===== src/design/bmam_pkg.sv =====
// Purpose: constants for the banked memory address map
// Assumes: 13-bit program counter, 8-bit data addresses
// Notes:   none
package bmam_pkg;
    localparam int          PC_W        = 13;
    localparam int          INSN_W      = 14;
    localparam int          PROG_IMPL_W = 11;
    localparam int          DATA_W      = 8;
    localparam int          DADDR_W     = 8;
    localparam int          DIRECT_W    = 7;
    localparam int          RAM_WORDS   = 128;
    localparam int          RAM_IDX_W   = 7;
    localparam logic [12:0] RESET_VEC   = 13'h0000;
    localparam logic [12:0] INT_VEC     = 13'h0004;
    localparam logic [6:0]  SFA_TOP     = 7'h1F;
    localparam logic [6:0]  B1_RAM_LO   = 7'h20;
    localparam logic [6:0]  B1_RAM_HI   = 7'h3F;
    localparam logic [6:0]  SHARED_LO   = 7'h70;
    localparam logic [6:0]  B1_IDX_BASE = 7'h60;
    localparam logic [6:0]  B1_IDX_OFS  = 7'h40;
    typedef enum logic [1:0] {
        BMAM_SEL_NONE,
        BMAM_SEL_SFA,
        BMAM_SEL_RAM
    } bmam_sel_e;
endpackage : bmam_pkg


===== src/design/bmam_ram.sv =====
// Purpose: general purpose byte storage, flip-flops addressed by index
// Assumes: one write port, one combinational read port
// Notes:   no reset on contents; ram powers up undefined
`timescale 1ns/1ps
`default_nettype none
module bmam_ram #(
    parameter int WORDS = 128,
    parameter int IDX_W = 7,
    parameter int DW    = 8
) (
    // clock
    input  wire logic             clock,
    // write port
    input  wire logic             wr_en,
    input  wire logic [IDX_W-1:0] wr_idx,
    input  wire logic [DW-1:0]    wr_data,
    // read port
    input  wire logic [IDX_W-1:0] rd_idx,
    output logic      [DW-1:0]    rd_data
);
    logic [DW-1:0] mem_reg [WORDS];

    always_ff @(posedge clock) begin
        if (wr_en) begin
            mem_reg[wr_idx] <= wr_data;
        end
    end

    assign rd_data = mem_reg[rd_idx];
endmodule : bmam_ram
`default_nettype wire


===== src/design/bmam_map.sv =====
// Purpose: program and data address decode with banked general ram
// Assumes: core presents pc steps and data accesses on the core clock
// Notes:   special registers live outside; this block flags them and returns their read data
//
// What this block does
// RULE_01: program counter is 13 bits, addressing 8k words of 14 bits.
// RULE_02: only program words 0000h to 07FFh are physically present.
// RULE_03: program addresses above 07FFh wrap by dropping upper bits.
// RULE_04: after reset fetch starts at program address zero.
// RULE_05: interrupt redirects fetch to program address 0004h.
// RULE_06: data memory has two banks of special and general locations.
// RULE_07: lowest 32 addresses of each bank are special registers.
// RULE_08: ram at 20h-7Fh in bank 0 and A0h-BFh in bank 1.
// RULE_09: bank 1 F0h-FFh reach the same bytes as 70h-7Fh.
// RULE_10: unimplemented data addresses read zero and keep nothing.
// RULE_11: bank select bit 0 picks bank 0, 1 picks bank 1.
// RULE_12: software keeps the reserved upper bank bits at zero.
// RULE_13: 128 bytes of ram, reached directly or via the pointer.
// RULE_14: full data address is bank select bit over 7-bit direct address.
`timescale 1ns/1ps
`default_nettype none
module bmam_map
    import bmam_pkg::*;
(
    // clock and reset
    input  wire logic                          clock,
    input  wire logic                          rst,
    // program counter control
    input  wire logic                          pc_step,
    input  wire logic                          pc_load,
    input  wire logic [bmam_pkg::PC_W-1:0]     pc_load_value,
    input  wire logic                          int_take,
    // program storage address
    output logic      [bmam_pkg::PC_W-1:0]     pc,
    output logic      [bmam_pkg::PROG_IMPL_W-1:0] prog_addr,
    // data access
    input  wire logic                          bank_select_bit,
    input  wire logic                          indirect_sel,
    input  wire logic [bmam_pkg::DIRECT_W-1:0] direct_addr,
    input  wire logic [bmam_pkg::DADDR_W-1:0]  indirect_pointer_register,
    input  wire logic                          data_wr,
    input  wire logic                          data_rd,
    input  wire logic [bmam_pkg::DATA_W-1:0]   data_wdata,
    output logic      [bmam_pkg::DATA_W-1:0]   data_rdata,
    // special register port
    output logic                               special_function_area_sel,
    output logic      [bmam_pkg::DADDR_W-1:0]  data_addr,
    input  wire logic [bmam_pkg::DATA_W-1:0]   special_rdata
);
    import bmam_pkg::*;

    typedef struct packed {
        logic [PC_W-1:0]   pc;
        logic [DATA_W-1:0] rdata;
    } bmam_state_s;

    bmam_state_s st_reg;
    bmam_state_s st_next;

    // classify a 7-bit in-bank offset for a given bank
    function automatic bmam_sel_e bmam_classify(input logic bank,
                                                input logic [6:0] ofs);
        if (ofs <= SFA_TOP) begin
            return BMAM_SEL_SFA;                               // RULE_07
        end else if (!bank) begin
            return BMAM_SEL_RAM;                               // RULE_08
        end else if (ofs <= B1_RAM_HI || ofs >= SHARED_LO) begin
            return BMAM_SEL_RAM;                               // RULE_08
        end else begin
            return BMAM_SEL_NONE;                              // RULE_10
        end
    endfunction : bmam_classify

    // map a banked offset to a ram index
    function automatic logic [RAM_IDX_W-1:0] bmam_ram_index(
        input logic bank, input logic [6:0] ofs);
        if (!bank) begin
            return ofs - B1_RAM_LO;
        end else if (ofs >= SHARED_LO) begin
            return ofs - B1_RAM_LO;                            // RULE_09
        end else begin
            return ofs + B1_IDX_OFS;
        end
    endfunction : bmam_ram_index

    logic [DADDR_W-1:0]   addr;
    bmam_sel_e            sel;
    logic [RAM_IDX_W-1:0] ram_idx;
    logic [DATA_W-1:0]    ram_rdata;

    // the pointer carries its own bank bit in bit 7
    assign addr = indirect_sel ? indirect_pointer_register       // RULE_13
                               : {bank_select_bit, direct_addr}; // RULE_14 RULE_11
    assign sel     = bmam_classify(addr[7], addr[6:0]);          // RULE_06
    assign ram_idx = bmam_ram_index(addr[7], addr[6:0]);

    bmam_ram #(
        .WORDS (RAM_WORDS),
        .IDX_W (RAM_IDX_W),
        .DW    (DATA_W)
    ) u_ram (
        .clock   (clock),
        .wr_en   (data_wr && sel == BMAM_SEL_RAM),               // RULE_10
        .wr_idx  (ram_idx),
        .wr_data (data_wdata),
        .rd_idx  (ram_idx),
        .rd_data (ram_rdata)
    );

    always_comb begin
        st_next = st_reg;
        if (int_take) begin
            st_next.pc = INT_VEC;                              // RULE_05
        end else if (pc_load) begin
            st_next.pc = pc_load_value;
        end else if (pc_step) begin
            st_next.pc = st_reg.pc + 13'h0001;                 // RULE_01
        end
        if (data_rd) begin
            case (sel)
                BMAM_SEL_RAM: st_next.rdata = ram_rdata;
                BMAM_SEL_SFA: st_next.rdata = special_rdata;
                default:      st_next.rdata = '0;              // RULE_10
            endcase
        end
    end

    always_ff @(posedge clock) begin
        if (rst) begin
            st_reg <= '{pc: RESET_VEC, rdata: '0};             // RULE_04
        end else begin
            st_reg <= st_next;
        end
    end

    assign pc         = st_reg.pc;
    // upper pc bits are ignored, so fetch wraps into the implemented words
    assign prog_addr  = st_reg.pc[PROG_IMPL_W-1:0];            // RULE_02 RULE_03
    assign data_rdata = st_reg.rdata;
    assign special_function_area_sel = (sel == BMAM_SEL_SFA);
    assign data_addr  = addr;
endmodule : bmam_map
`default_nettype wire


===== config.mk =====
export PLATFORM = sky130hd
export DESIGN_NAME = bmam_map
export DESIGN_NICKNAME = d
export VERILOG_FILES = /design/src/design/bmam_pkg.sv /design/src/design/bmam_ram.sv /design/src/design/bmam_map.sv
export SDC_FILE = /design/constraint.sdc
export NUM_CORES = 1
export LEC_CHECK = 0
export BUFFER_PORTS_ARGS = -buffer_cell sky130_fd_sc_hd__clkbuf_2
export CAP_MARGIN = 15
export CORE_UTILIZATION = 45
export CTS_CLUSTER_SIZE = 10
export DETAILED_ROUTE_END_ITERATION = 7
export SLEW_MARGIN = 20
export SYNTH_ARGS = -nofsm -noshare
export SYNTH_HDL_FRONTEND = slang
export SYNTH_SLANG_ARGS = --single-unit

===== constraint.sdc =====
create_clock -name clock -period 4.9 [get_ports clock]
set_input_delay 0.98 -clock clock [delete_from_list [all_inputs] [get_ports clock]]
set_output_delay 0.98 -clock clock [all_outputs]
set_load 0.1 [all_outputs]

; ---- After elaboration in Yosys (flattened, before gate mapping)
; Memories as Yosys holds them, arrays and structs flattened.
; Index checks and enable logic that the tools add are counted.
[word_totals]
reg_bits = 21
ram_bits = 1024
input_bits = 53
output_inout_bits = 41
word_cells = 29
n_memories = 1
[memory_table]
columns = memory, depth, word_bits, read_ports, rd_clocked_by_memory_dff, write_ports, line_no
row1 = u_ram.mem_reg, 128, 8, 1, 0, 1, bmam_ram.sv:21  ; logic [DW-1:0] mem_reg [WORDS];
[classes]
addsub = 3
n_lt_le_gt_ge = 3
n_eq_ne = 2
mux = 12
reduce_logical = 5
[ops]
columns = operator, n
row1 = 13-bit two-way mux, 2
row2 = 8-bit case mux with 2 select lines, 1
row3 = 7-bit two-way mux, 2
row4 = 13-bit by 1-bit adder with 13-bit output (second input constant), 1
row5 = 8-bit two-way mux, 1
row6 = 7-bit adder (second input constant), 1
row7 = 7-bit greater-or-equal comparator (second input constant), 1
row8 = 7-bit by 5-bit <= comparator with 1-bit output (second input constant), 1
row9 = 7-bit by 6-bit <= comparator with 1-bit output (second input constant), 1
row10 = 7-bit by 6-bit subtractor with 7-bit output (second input constant), 1
row11 = 2-bit two-way mux, 3
row12 = 3-bit two-way mux, 1
row13 = 3-bit nonzero test, 1
row14 = 2-bit by 1-bit == test with 1-bit output (second input constant), 1
row15 = 2-bit == test (second input constant), 1
row16 = 1-bit two-way mux, 2
row17 = 2-bit nonzero test, 1
row18 = 2-bit OR reduction, 1
row19 = 1-bit logical AND, 1
row20 = 1-bit logical OR, 1

; ---- Logic depth before layout (Yosys ltp)
; Gate-level depths: netlist (run 1).
[depth]
word_depth = 10
ltp_mapped = 12
mapped_depth_nobuf = 10

; ---- Hierarchy
; A second synthesis (run 1) with hierarchy kept.
[hier_totals]
cells_unflattened = 1793
hier_area_um2 = 40965.5
[by_module_without_submodules]
columns = mod, instances, cells_each, area_per_inst_um2, seq_area_each_um2
row1 = bmam_ram, 1, 1627, 39505.4, 30749.5
row2 = bmam_map, 1, 166, 1460.2, 420.4

; ---- Least setup slack after synthesis (run 1)
; Ideal clock, no wire load.
[synth_timing]
kind = input port to flip-flop
start = input indirect_sel
end = memory u_ram.mem_reg[100][0], enable pin
setup_ns = 0.370
arrival_time_ns = 4.160
required_ns = 4.530
setup_slack_ns = 0.370
path_stages = 11
n_path_buf = 2
cell_sequence = mux2i_1 inv_1 ha_1 a21boi_0 mux2i_1 clkbuf_1 nor3_1 a21o_1 clkbuf_1 nand2_1 nor2_1
[synth_between]
elab_chain_cells = 10
elab_cells_between_ends = 16
cone_classes = 2 x add/sub / 3 x order compare / 1 x eq/ne / 8 x mux / 2 x reduce/logical
[synth_lines]
columns = item, line_no
row1 = from (decl), bmam_map.sv:38  ; input wire logic indirect_sel,
row2 = 8-bit two-way mux *, bmam_map.sv:92  ; assign addr = indirect_sel ? indirect_pointer_register
row3 = "named net data_addr, one bit", bmam_map.sv:47  ; output logic [bmam_pkg::DADDR_W-1:0] data_addr,
row4 = 7-bit by 6-bit <= comparator with 1-bit output / 7-bit greater-or-equal comparator (equally long branches), "bmam_map.sv:67, bmam_map.sv:79"
row5 = 1-bit logical OR, bmam_map.sv:67  ; end else if (ofs <= B1_RAM_HI || ofs >= SHARED_LO) begin
row6 = 2-bit two-way mux, bmam_map.sv:67
row7 = 2-bit two-way mux, bmam_map.sv:65  ; end else if (!bank) begin
row8 = 2-bit two-way mux, bmam_map.sv:63  ; if (ofs <= SFA_TOP) begin
row9 = 2-bit == test, bmam_map.sv:103  ; .wr_en (data_wr && sel == BMAM_SEL_RAM),
row10 = 1-bit logical AND, bmam_map.sv:103
row11 = 1-bit two-way mux, bmam_ram.sv:24  ; if (wr_en) begin
row12 = 1-bit two-way mux (not written as such), bmam_ram.sv:25  ; mem_reg[wr_idx] <= wr_data;
row13 = to (decl), bmam_ram.sv:21
; Mark *: on every way through the listed nets, which the timed path passes. The rest lies on a longest branch.

; ---- Final worst setup path (run 1)
[layout_timing]
start = input indirect_sel
end = register st_reg (netlist bit data_rdata[5])
[layout_between]
elab_chain_cells = 8
elab_cells_between_ends = 16
cone_classes = 2 x add/sub / 3 x order compare / 2 x eq/ne / 7 x mux / 1 x reduce/logical / 1 x memory
[layout_lines]
columns = item, line_no
row1 = 8-bit two-way mux *, bmam_map.sv:92
row2 = "parallel branches: the longest is 6 deep, another holds memory 128 x 8 bit", n/a
row3 = 8-bit case mux with 2 select lines *, bmam_map.sv:120  ; case (sel)
row4 = to (signal assigned), bmam_map.sv:130  ; st_reg <= '{pc: RESET_VEC, rdata: '0};
row5 = to (signal assigned), bmam_map.sv:132  ; st_reg <= st_next;
row6 = to (decl), bmam_map.sv:57  ; bmam_state_s st_reg;
; Every way passes the cells marked *.
; A chain may end at the register's enable or synchronous reset.

==> results of run 1 <==
## critical path, delay by kind of cell
family                 cells  cell delay [ns]
AO/OA/AOI/OAI              5             1.89
buffers and inverters      4             1.39
AND/OR/NAND/NOR            2             0.69
## through the flow
stage / area (µm²) / utilization, % / setup slack (ns) / setup TNS, ns / hold WS, ns
global route: 46510 / 52.39 / 0.4506 / 0 / 0.5349
finish: 46510 / 52.39 / 0.4409 / 0 / 0.5217
detailed placement: 43330 / 48.81 / -0.1080 / -0.1430 / 0.5145
floorplan: 40480 / - / 0.3699 / 0 / 0.7742
global placement: 43330 / 48.81 / -0.05668 / -0.05852 / 0.4886
CTS: 46510 / 52.39 / 0.6229 / 0 / 0.4944
## synth_stat cells, drive strengths merged (30+ instances only)
cell type | instances | area share, %
a21oi | 240 | 3.0
a32oi | 30 | 0.65
buf | 115 | 1.6
clkbuf | 82 | 0.76
edfxtp | 1024 | 76
mux2i | 100 | 2.5
nand2 | 193 | 1.8
nand3 | 62 | 0.77
nor2 | 156 | 1.4
o22ai | 201 | 3.1
o31ai | 84 | 1.6
or4 | 57 | 1.1
## worst max path at each step
| stage | start | endpoint | depth (start not counted) |
|---|---|---|---|
| 2_1_floorplan | indirect_sel | u_ram.mem_reg[100][0]$_DFFE_PP_ | 11 |
| 3_3_place_gp | indirect_sel | data_rdata[0]$_SDFFE_PP0P_ | 11 |
| 3_5_place_dp | indirect_sel | data_rdata[5]$_SDFFE_PP0P_ | 11 |
| 4_1_cts | indirect_sel | data_rdata[5]$_SDFFE_PP0P_ | 11 |
| 5_1_grt | indirect_sel | data_rdata[5]$_SDFFE_PP0P_ | 11 |
| 6_report | indirect_sel | data_rdata[5]$_SDFFE_PP0P_ | 11 |
## cell type report
cell class | count | area [µm²] | area share (%)
tap | 1165 | 1458 | 3.134
clock inverter | 5 | 73.82 | 0.1587
multi-input combinational | 1370 | 8401 | 18.06
clock buffer | 161 | 3103 | 6.672
inverter | 8 | 37.54 | 0.08071
sequential | 1045 | 31170 | 67.02
timing repair buffer | 315 | 2267 | 4.875
## where the power goes
part,internal (mW),switching (mW),total (mW)
registers,9.86,0.0208,9.88
logic,0.371,1.06,1.43
clock network,4.32,3.26,7.58
## logic make-up (layout without fill, tap and decap cells)
| kind of cell | count (synthesis) | count (layout) | synth area share (%) |
|---|---|---|---|
| muxes | 103 | 103 | 2.566 |
| AOI/OAI and AO/OA | 711 | 711 | 11.36 |
| and+or+nand+nor | 542 | 542 | 6.349 |
| DFF | 1045 | 1045 | 77.00 |
| buffers and inverters | 205 | 489 | 2.392 |
| xor gates and xnor gates | 11 | 11 | 0.2380 |
| adders and majority gates | 3 | 3 | 0.09274 |
## metal layers
layer | vias to the layer above | part of all wire (%) | wire [µm] | GRT usage (%)
li1 | 10930 | - | - | -
met1 | 12970 | 42 | 50690 | 38.26
met2 | 1485 | 46 | 55810 | 41.40
met3 | 215 | 9.5 | 11500 | 4.482
met4 | 0 | 2.7 | 3253 | 7.732
met5 | - | 0 | 0 | 0
## cells in the final DEF (no fill, tap or decap), types with 6 or more instances in the layout
| master | n |
|---|---|
| a41oi_1 | 18 |
| o221ai_1 | 28 |
| clkbuf_16 | 117 |
| nor3_1 | 11 |
| a21oi_1 | 239 |
| mux2i_1 | 99 |
| a31oi_1 | 16 |
| nor2_1 | 154 |
| o21ai_0 | 17 |
| a221o_1 | 7 |
| buf_12 | 9 |
| nand2_1 | 193 |
| dfxtp_1 | 21 |
| clkbuf_1 | 43 |
| a311o_1 | 7 |
| a22oi_1 | 8 |
| o22ai_1 | 200 |
| clkbuf_2 | 84 |
| edfxtp_1 | 1024 |
| o2111ai_1 | 7 |
| nand3_1 | 62 |
| inv_1 | 6 |
| or3_1 | 9 |
| or4_1 | 57 |
| buf_4 | 222 |
| a32oi_1 | 30 |
| o31ai_1 | 84 |
| nand4_1 | 14 |
| o22a_1 | 29 |
| xor2_1 | 7 |
==> impl_metrics.csv, run 1 <==
group,metric,value,unit
worst_setup_path,r2r_start,"u_ram.mem_reg[44][5]$_DFFE_PP_",
timing,worst_slew_pin_slew,1.086,ns
synthesis,syn_area,40480,µm²
timing,setup_violations,0,
min_path,whs_endpoint,"pc[2]$_SDFFE_PP0P_",
global_routing,grt_pass1_vias,25150,
worst_setup_path,path_cells,"clkbuf_2 -> buf_4 -> nand4b_1 -> buf_4 -> buf_4 -> a21oi_1 -> or4_1 -> o31ai_1 -> a41oi_1 -> a221o_1 -> o31ai_1",
timing,finalCritPeriodShare,91.00,%
global_routing,grt_max_degree,85,
synthesis,ys_warn_count,0,
cells_and_area,area_growth,14.90,%
drt,drtIter0Drc,3590,
die,ios,94,
min_path,min_path_cells,3,
clocking,cts-htree-levels,3,
timing,max_freq,0.2243,GHz
placement,place_inst,3903,
worst_setup_path,critPathCaptureType,"flop",
cells_and_area,drive_gt1_share,15.94,%
synthesis,syn_inst,2620,
synthesis,async_flop_share,0,%
cells_and_area,nets,2911,
synthesis,synth.distinct_cells,58,
clocking,cts_made_buffers,115,
synthesis,synthFlopType,"edfxtp_1",
cells_and_area,largest_reg_flops,1024,
die,dieArea,91160,µm²
placement,gp_congestion,0.8804,
pwr,cellPowerDensity,406.2,nW/µm²
pwr,p_leak,15.47,nW
cells_and_area,antenna-diode-count,0,
synthesis,ys_seq_elements,1045,
worst_setup_path,worst_path_most_repeated_cell,"buf_4",
drt,vias,25610,
drt,drt-total-wl,121300,µm
die,die_y,301.9,µm
timing,finalHoldViolCount,0,
synthesis,yosysSeqAreaShare,77.00,%
timing,drv_slew,0,
worst_setup_path,critPathLaunchType,"primary input",
clocking,clk_latency,0.69,ns
min_path,hold_path.class,"primary input to flop",
global_routing,gr-total-overflow,0,
worst_setup_path,cp_slowest_cell,"o31ai_1",
clocking,path_clk_slew,0.06,ns
drt,routed_via_density,6.293,
worst_setup_path,arrival,5.04,ns
worst_setup_path,required,5.48,ns
pwr,total_power,18.89,mW
timing,grt_setup_unrepaired,"false",
worst_setup_path,slowest_delay,0.66,ns
timing,layout_min_cycle_time,4.459,ns
global_routing,antenna_found_initial,2,
clocking,cts_buffer_depth,3,
worst_setup_path,rr_endpoint,"data_rdata[5]$_SDFFE_PP0P_",
min_path,min-delay-start,"int_take",
worst_setup_path,r2r_slack,2.02,ns
cells_and_area,fin_cells,4069,
worst_setup_path,r2r_cells,6,
placement,dpl.hpwl,75340,µm
clocking,cts_tree,"yes",
die,dieWidth,301.9,µm
drt,route.detailed.drc,20,
run,drv_cap,0,
cells_and_area,fillers,7201,
global_routing,grtUsageTotal,26.48,%
pwr,peakVddDrop,0.0002830,V
worst_setup_path,worstSetupPathType,"primary input to flop",
drt,wl_per_cell,29.80,µm
die,core-area,88780,µm²
status,violations,"DRC",
clocking,post_cts_resized,0,
global_routing,grt_pass1_wl,175200,µm
synthesis,synth-edff-count,1024,
clocking,clock-sinks,1045,
die,rows,109,
drt,detail-route-antenna-nets,0,
die,start_util,45.59,%
drt,first_pass_iters,8,
timing,max_slew_margin,27.61,%
placement,port_buffers,93,
clocking,postCtsHoldBufs,0,
worst_setup_path,path_max_fanout,46,
timing,finClkSkew,0.03016,ns
status,status,"complete, but fails checks",
synthesis,syn_nets,2676,
synthesis,post_synth.cell_area_avg,15.45,µm²
clocking,post_cts_buffers,0,
clocking,cts-root-buf,"clkbuf_16",
No activity file was read; power rests on OpenSTA's default activity.
==> inputs of run 2 (changes only) <==
--- a/config.mk
+++ b/config.mk
@@ -7,10 +7,12 @@
 export LEC_CHECK = 0
 export BUFFER_PORTS_ARGS = -buffer_cell sky130_fd_sc_hd__clkbuf_2
 export CAP_MARGIN = 15
+export CORE_MARGIN = 1.5
 export CORE_UTILIZATION = 45
 export CTS_CLUSTER_SIZE = 10
 export DETAILED_ROUTE_END_ITERATION = 7
 export SLEW_MARGIN = 20
 export SYNTH_ARGS = -nofsm -noshare
 export SYNTH_HDL_FRONTEND = slang
+export SYNTH_HIERARCHICAL = 1
 export SYNTH_SLANG_ARGS = --single-unit
==> run 2 against run 1 <==
Against the previous run: register-to-register slack gained 0.14 ns; via count shrank 24%; critical endpoint is now u_ram/mem_reg[76][2]$_DFFE_PP_; cell count shrank 18%; combinational power grew 13%; worst setup slack gained 0.26 ns; highest routed layer is now met5; the run now ends clean.
==> impl_metrics.csv, run 2 <==
group,metric,value,unit
status,status,"completed",
synthesis,synth_area_leaders,"edfxtp_1 (75%), mux4_2 (18%), nor2_1 (1.2%), dfxtp_1 (1.0%), buf_4 (0.49%)",
worst_setup_path,required,5.29,ns
worst_setup_path,path_max_fanout,15,
cells_and_area,largest_reg_flops,1024,
synthesis,synth_top_area_share,75.06,%
cells_and_area,layout_commonest_cell,"edfxtp_1",
die,core-area,90150,µm²
synthesis,synth_area_leader_cell,"edfxtp_1",
worst_setup_path,arrival,4.59,ns
pwr,peakVddDrop,0.0002561,V
timing,grt_setup_unrepaired,"false",
clocking,post_cts_resized,0,
cells_and_area,layout_common_cells,"edfxtp_1 (1024), mux4_2 (336), buf_4 (182)",
die,dieWidth,304.7,µm
synthesis,synthFlopType,"edfxtp_1",
synthesis,ys_warn_count,6,
synthesis,post_synth.cell_area_avg,22.85,µm²
cells_and_area,nets,2150,
cells_and_area,drive_gt1_share,36.57,%
drt,route.detailed.drc,0,
cells_and_area,area_growth,15.82,%
cells_and_area,fillers,6791,
drt,wl_per_cell,28.41,µm
placement,dpl.hpwl,59790,µm
global_routing,grtUsageTotal,20.71,%
synthesis,synth.distinct_cells,44,
timing,finalHoldViolCount,0,
clocking,clk_latency,0.69,ns
clocking,postCtsHoldBufs,0,
synthesis,yosysSeqAreaShare,76.09,%
worst_setup_path,worstSetupPathType,"primary input to flop",
die,ios,94,
clocking,cts-htree-levels,3,
drt,drt-total-wl,94270,µm
clocking,path_clk_slew,0.05,ns
synthesis,yosysMostFrequentCell,"edfxtp_1",
timing,max_freq,0.2384,GHz
timing,setup_violations,0,
drt,vias,19380,
global_routing,grt_pass1_vias,20200,
die,start_util,45.44,%
placement,gp_congestion,0.8421,
timing,finClkSkew,0.04751,ns
drt,first_pass_iters,5,
worst_setup_path,critPathLaunch,"indirect_sel",
die,die_y,304.7,µm
clocking,clock-sinks,1045,
synthesis,syn_area,40970,µm²
die,dieArea,92850,µm²
timing,max_slew_margin,29.42,%
synthesis,syn_nets,1849,
clocking,cts-root-buf,"clkbuf_16",
global_routing,antenna_found_initial,6,
worst_setup_path,r2r_slack,2.16,ns
synthesis,syn_inst,1793,
run,drv_cap,0,
timing,finalCritPeriodShare,85.60,%
clocking,cts_made_buffers,117,
min_path,hold_path.class,"primary input to flop",
global_routing,grt_max_degree,102,
timing,drv_slew,0,
synthesis,synth_commonest_cells,"edfxtp_1 (1024), mux4_2 (336), nor2_1 (136)",
die,rows,110,
worst_setup_path,critPathLaunchType,"primary input",
clocking,cts_buffer_depth,3,
clocking,cts_tree,"yes",
synthesis,ys_seq_elements,1045,
global_routing,gr-total-overflow,0,
drt,routed_via_density,5.841,
min_path,min-delay-start,"pc_load_value[5]",
worst_setup_path,critPathCaptureType,"flop",
pwr,cellPowerDensity,402.1,nW/µm²
drt,drtIter0Drc,2082,
timing,tns,0,ns
synthesis,async_flop_share,0,%
global_routing,grt_pass1_wl,139400,µm
pwr,p_leak,15.14,nW
cells_and_area,final_util,52.63,%
timing,layout_min_cycle_time,4.195,ns
timing,worst_slew_pin_slew,1.059,ns
clocking,post_cts_buffers,0,
worst_setup_path,r2r_start,"u_ram/mem_reg[100][3]$_DFFE_PP_",
synthesis,synth-edff-count,1024,
drt,detail-route-antenna-nets,0,
placement,port_buffers,93,
==> run 2: worst paths after layout <==
path | end | cells after the start
hold reg to reg | pc[12]$_SDFFE_PP0P_ | 2
setup reg to reg | data_rdata[3]$_SDFFE_PP0P_ | 5
setup / recovery | u_ram/mem_reg[76][2]$_DFFE_PP_ | 12
hold / removal | pc[5]$_SDFFE_PP0P_ | 3
==> run 2: cell type report <==
class,count,area (µm²),share of cell area (%)
flip-flops and latches,1045,31170,65.70
well taps,1176,1471,3.101
diodes,1,2.502,0.005274
multi-input cells,629,9253,19.50
repair buffers,293,2303,4.855
inverters,8,30.03,0.06329
clock inverters,13,130.1,0.2743
clock buffers,153,3084,6.501
==> run 2: per-stage QoR <==
step	instances	hold slack [ns]	power [mW]	worst slack [ns]	cell area (µm²)
after global placement	3150	0.5454	11.68	0.01304	44200
after CTS	3316	0.4795	19.26	0.7716	47420
after detailed placement	3150	0.5482	11.70	0.04309	44200
after floorplan	1793	1.021	11.05	0.06284	40970
after global routing	3317	0.4999	19.67	0.4725	47440
final	3318	0.5220	19.08	0.7055	47440
==> run 2: per-layer routing <==
| layer | wire [µm] | track usage (%) | vias to the layer above |
|---|---|---|---|
| li1 | - | - | 8148 |
| met1 | 40070 | 29.66 | 10370 |
| met2 | 45010 | 32.14 | 716 |
| met3 | 6666 | 4.360 | 140 |
| met4 | 2465 | 6.500 | 8 |
| met5 | 53 | 0 | - |
==> run 2: cells by family after synthesis <==
| group | share of synthesized area (%) |
|---|---|
| AOI/OAI and AO/OA | 0.5742 |
| adders and majority gates | 0.09164 |
| xor gates and xnor gates | 0.2779 |
| and+or+nand+nor | 2.520 |
| DFF | 76.09 |
| muxes | 19.00 |
| buffers and inverters | 1.448 |
==> run 2: report_power, final <==
group          internal (mW)  switching [mW]  total, mW
Sequential              9.87          0.0284       9.90
Clock                   4.33            3.24       7.57
Combinational          0.643           0.965       1.61
Total                   14.8            4.23       19.1
==> run 2: critical path, cell delays in order <==
cell	delay, ns
clkbuf_2	0.30
mux2i_1	0.35
inv_1	0.13
ha_1	0.21
nand2_1	0.07
a21boi_0	0.11
or3b_2	0.51
a22oi_2	0.39
nor2b_1	0.55
nand3_1	0.47
nor3_1	0.29
buf_4	0.22
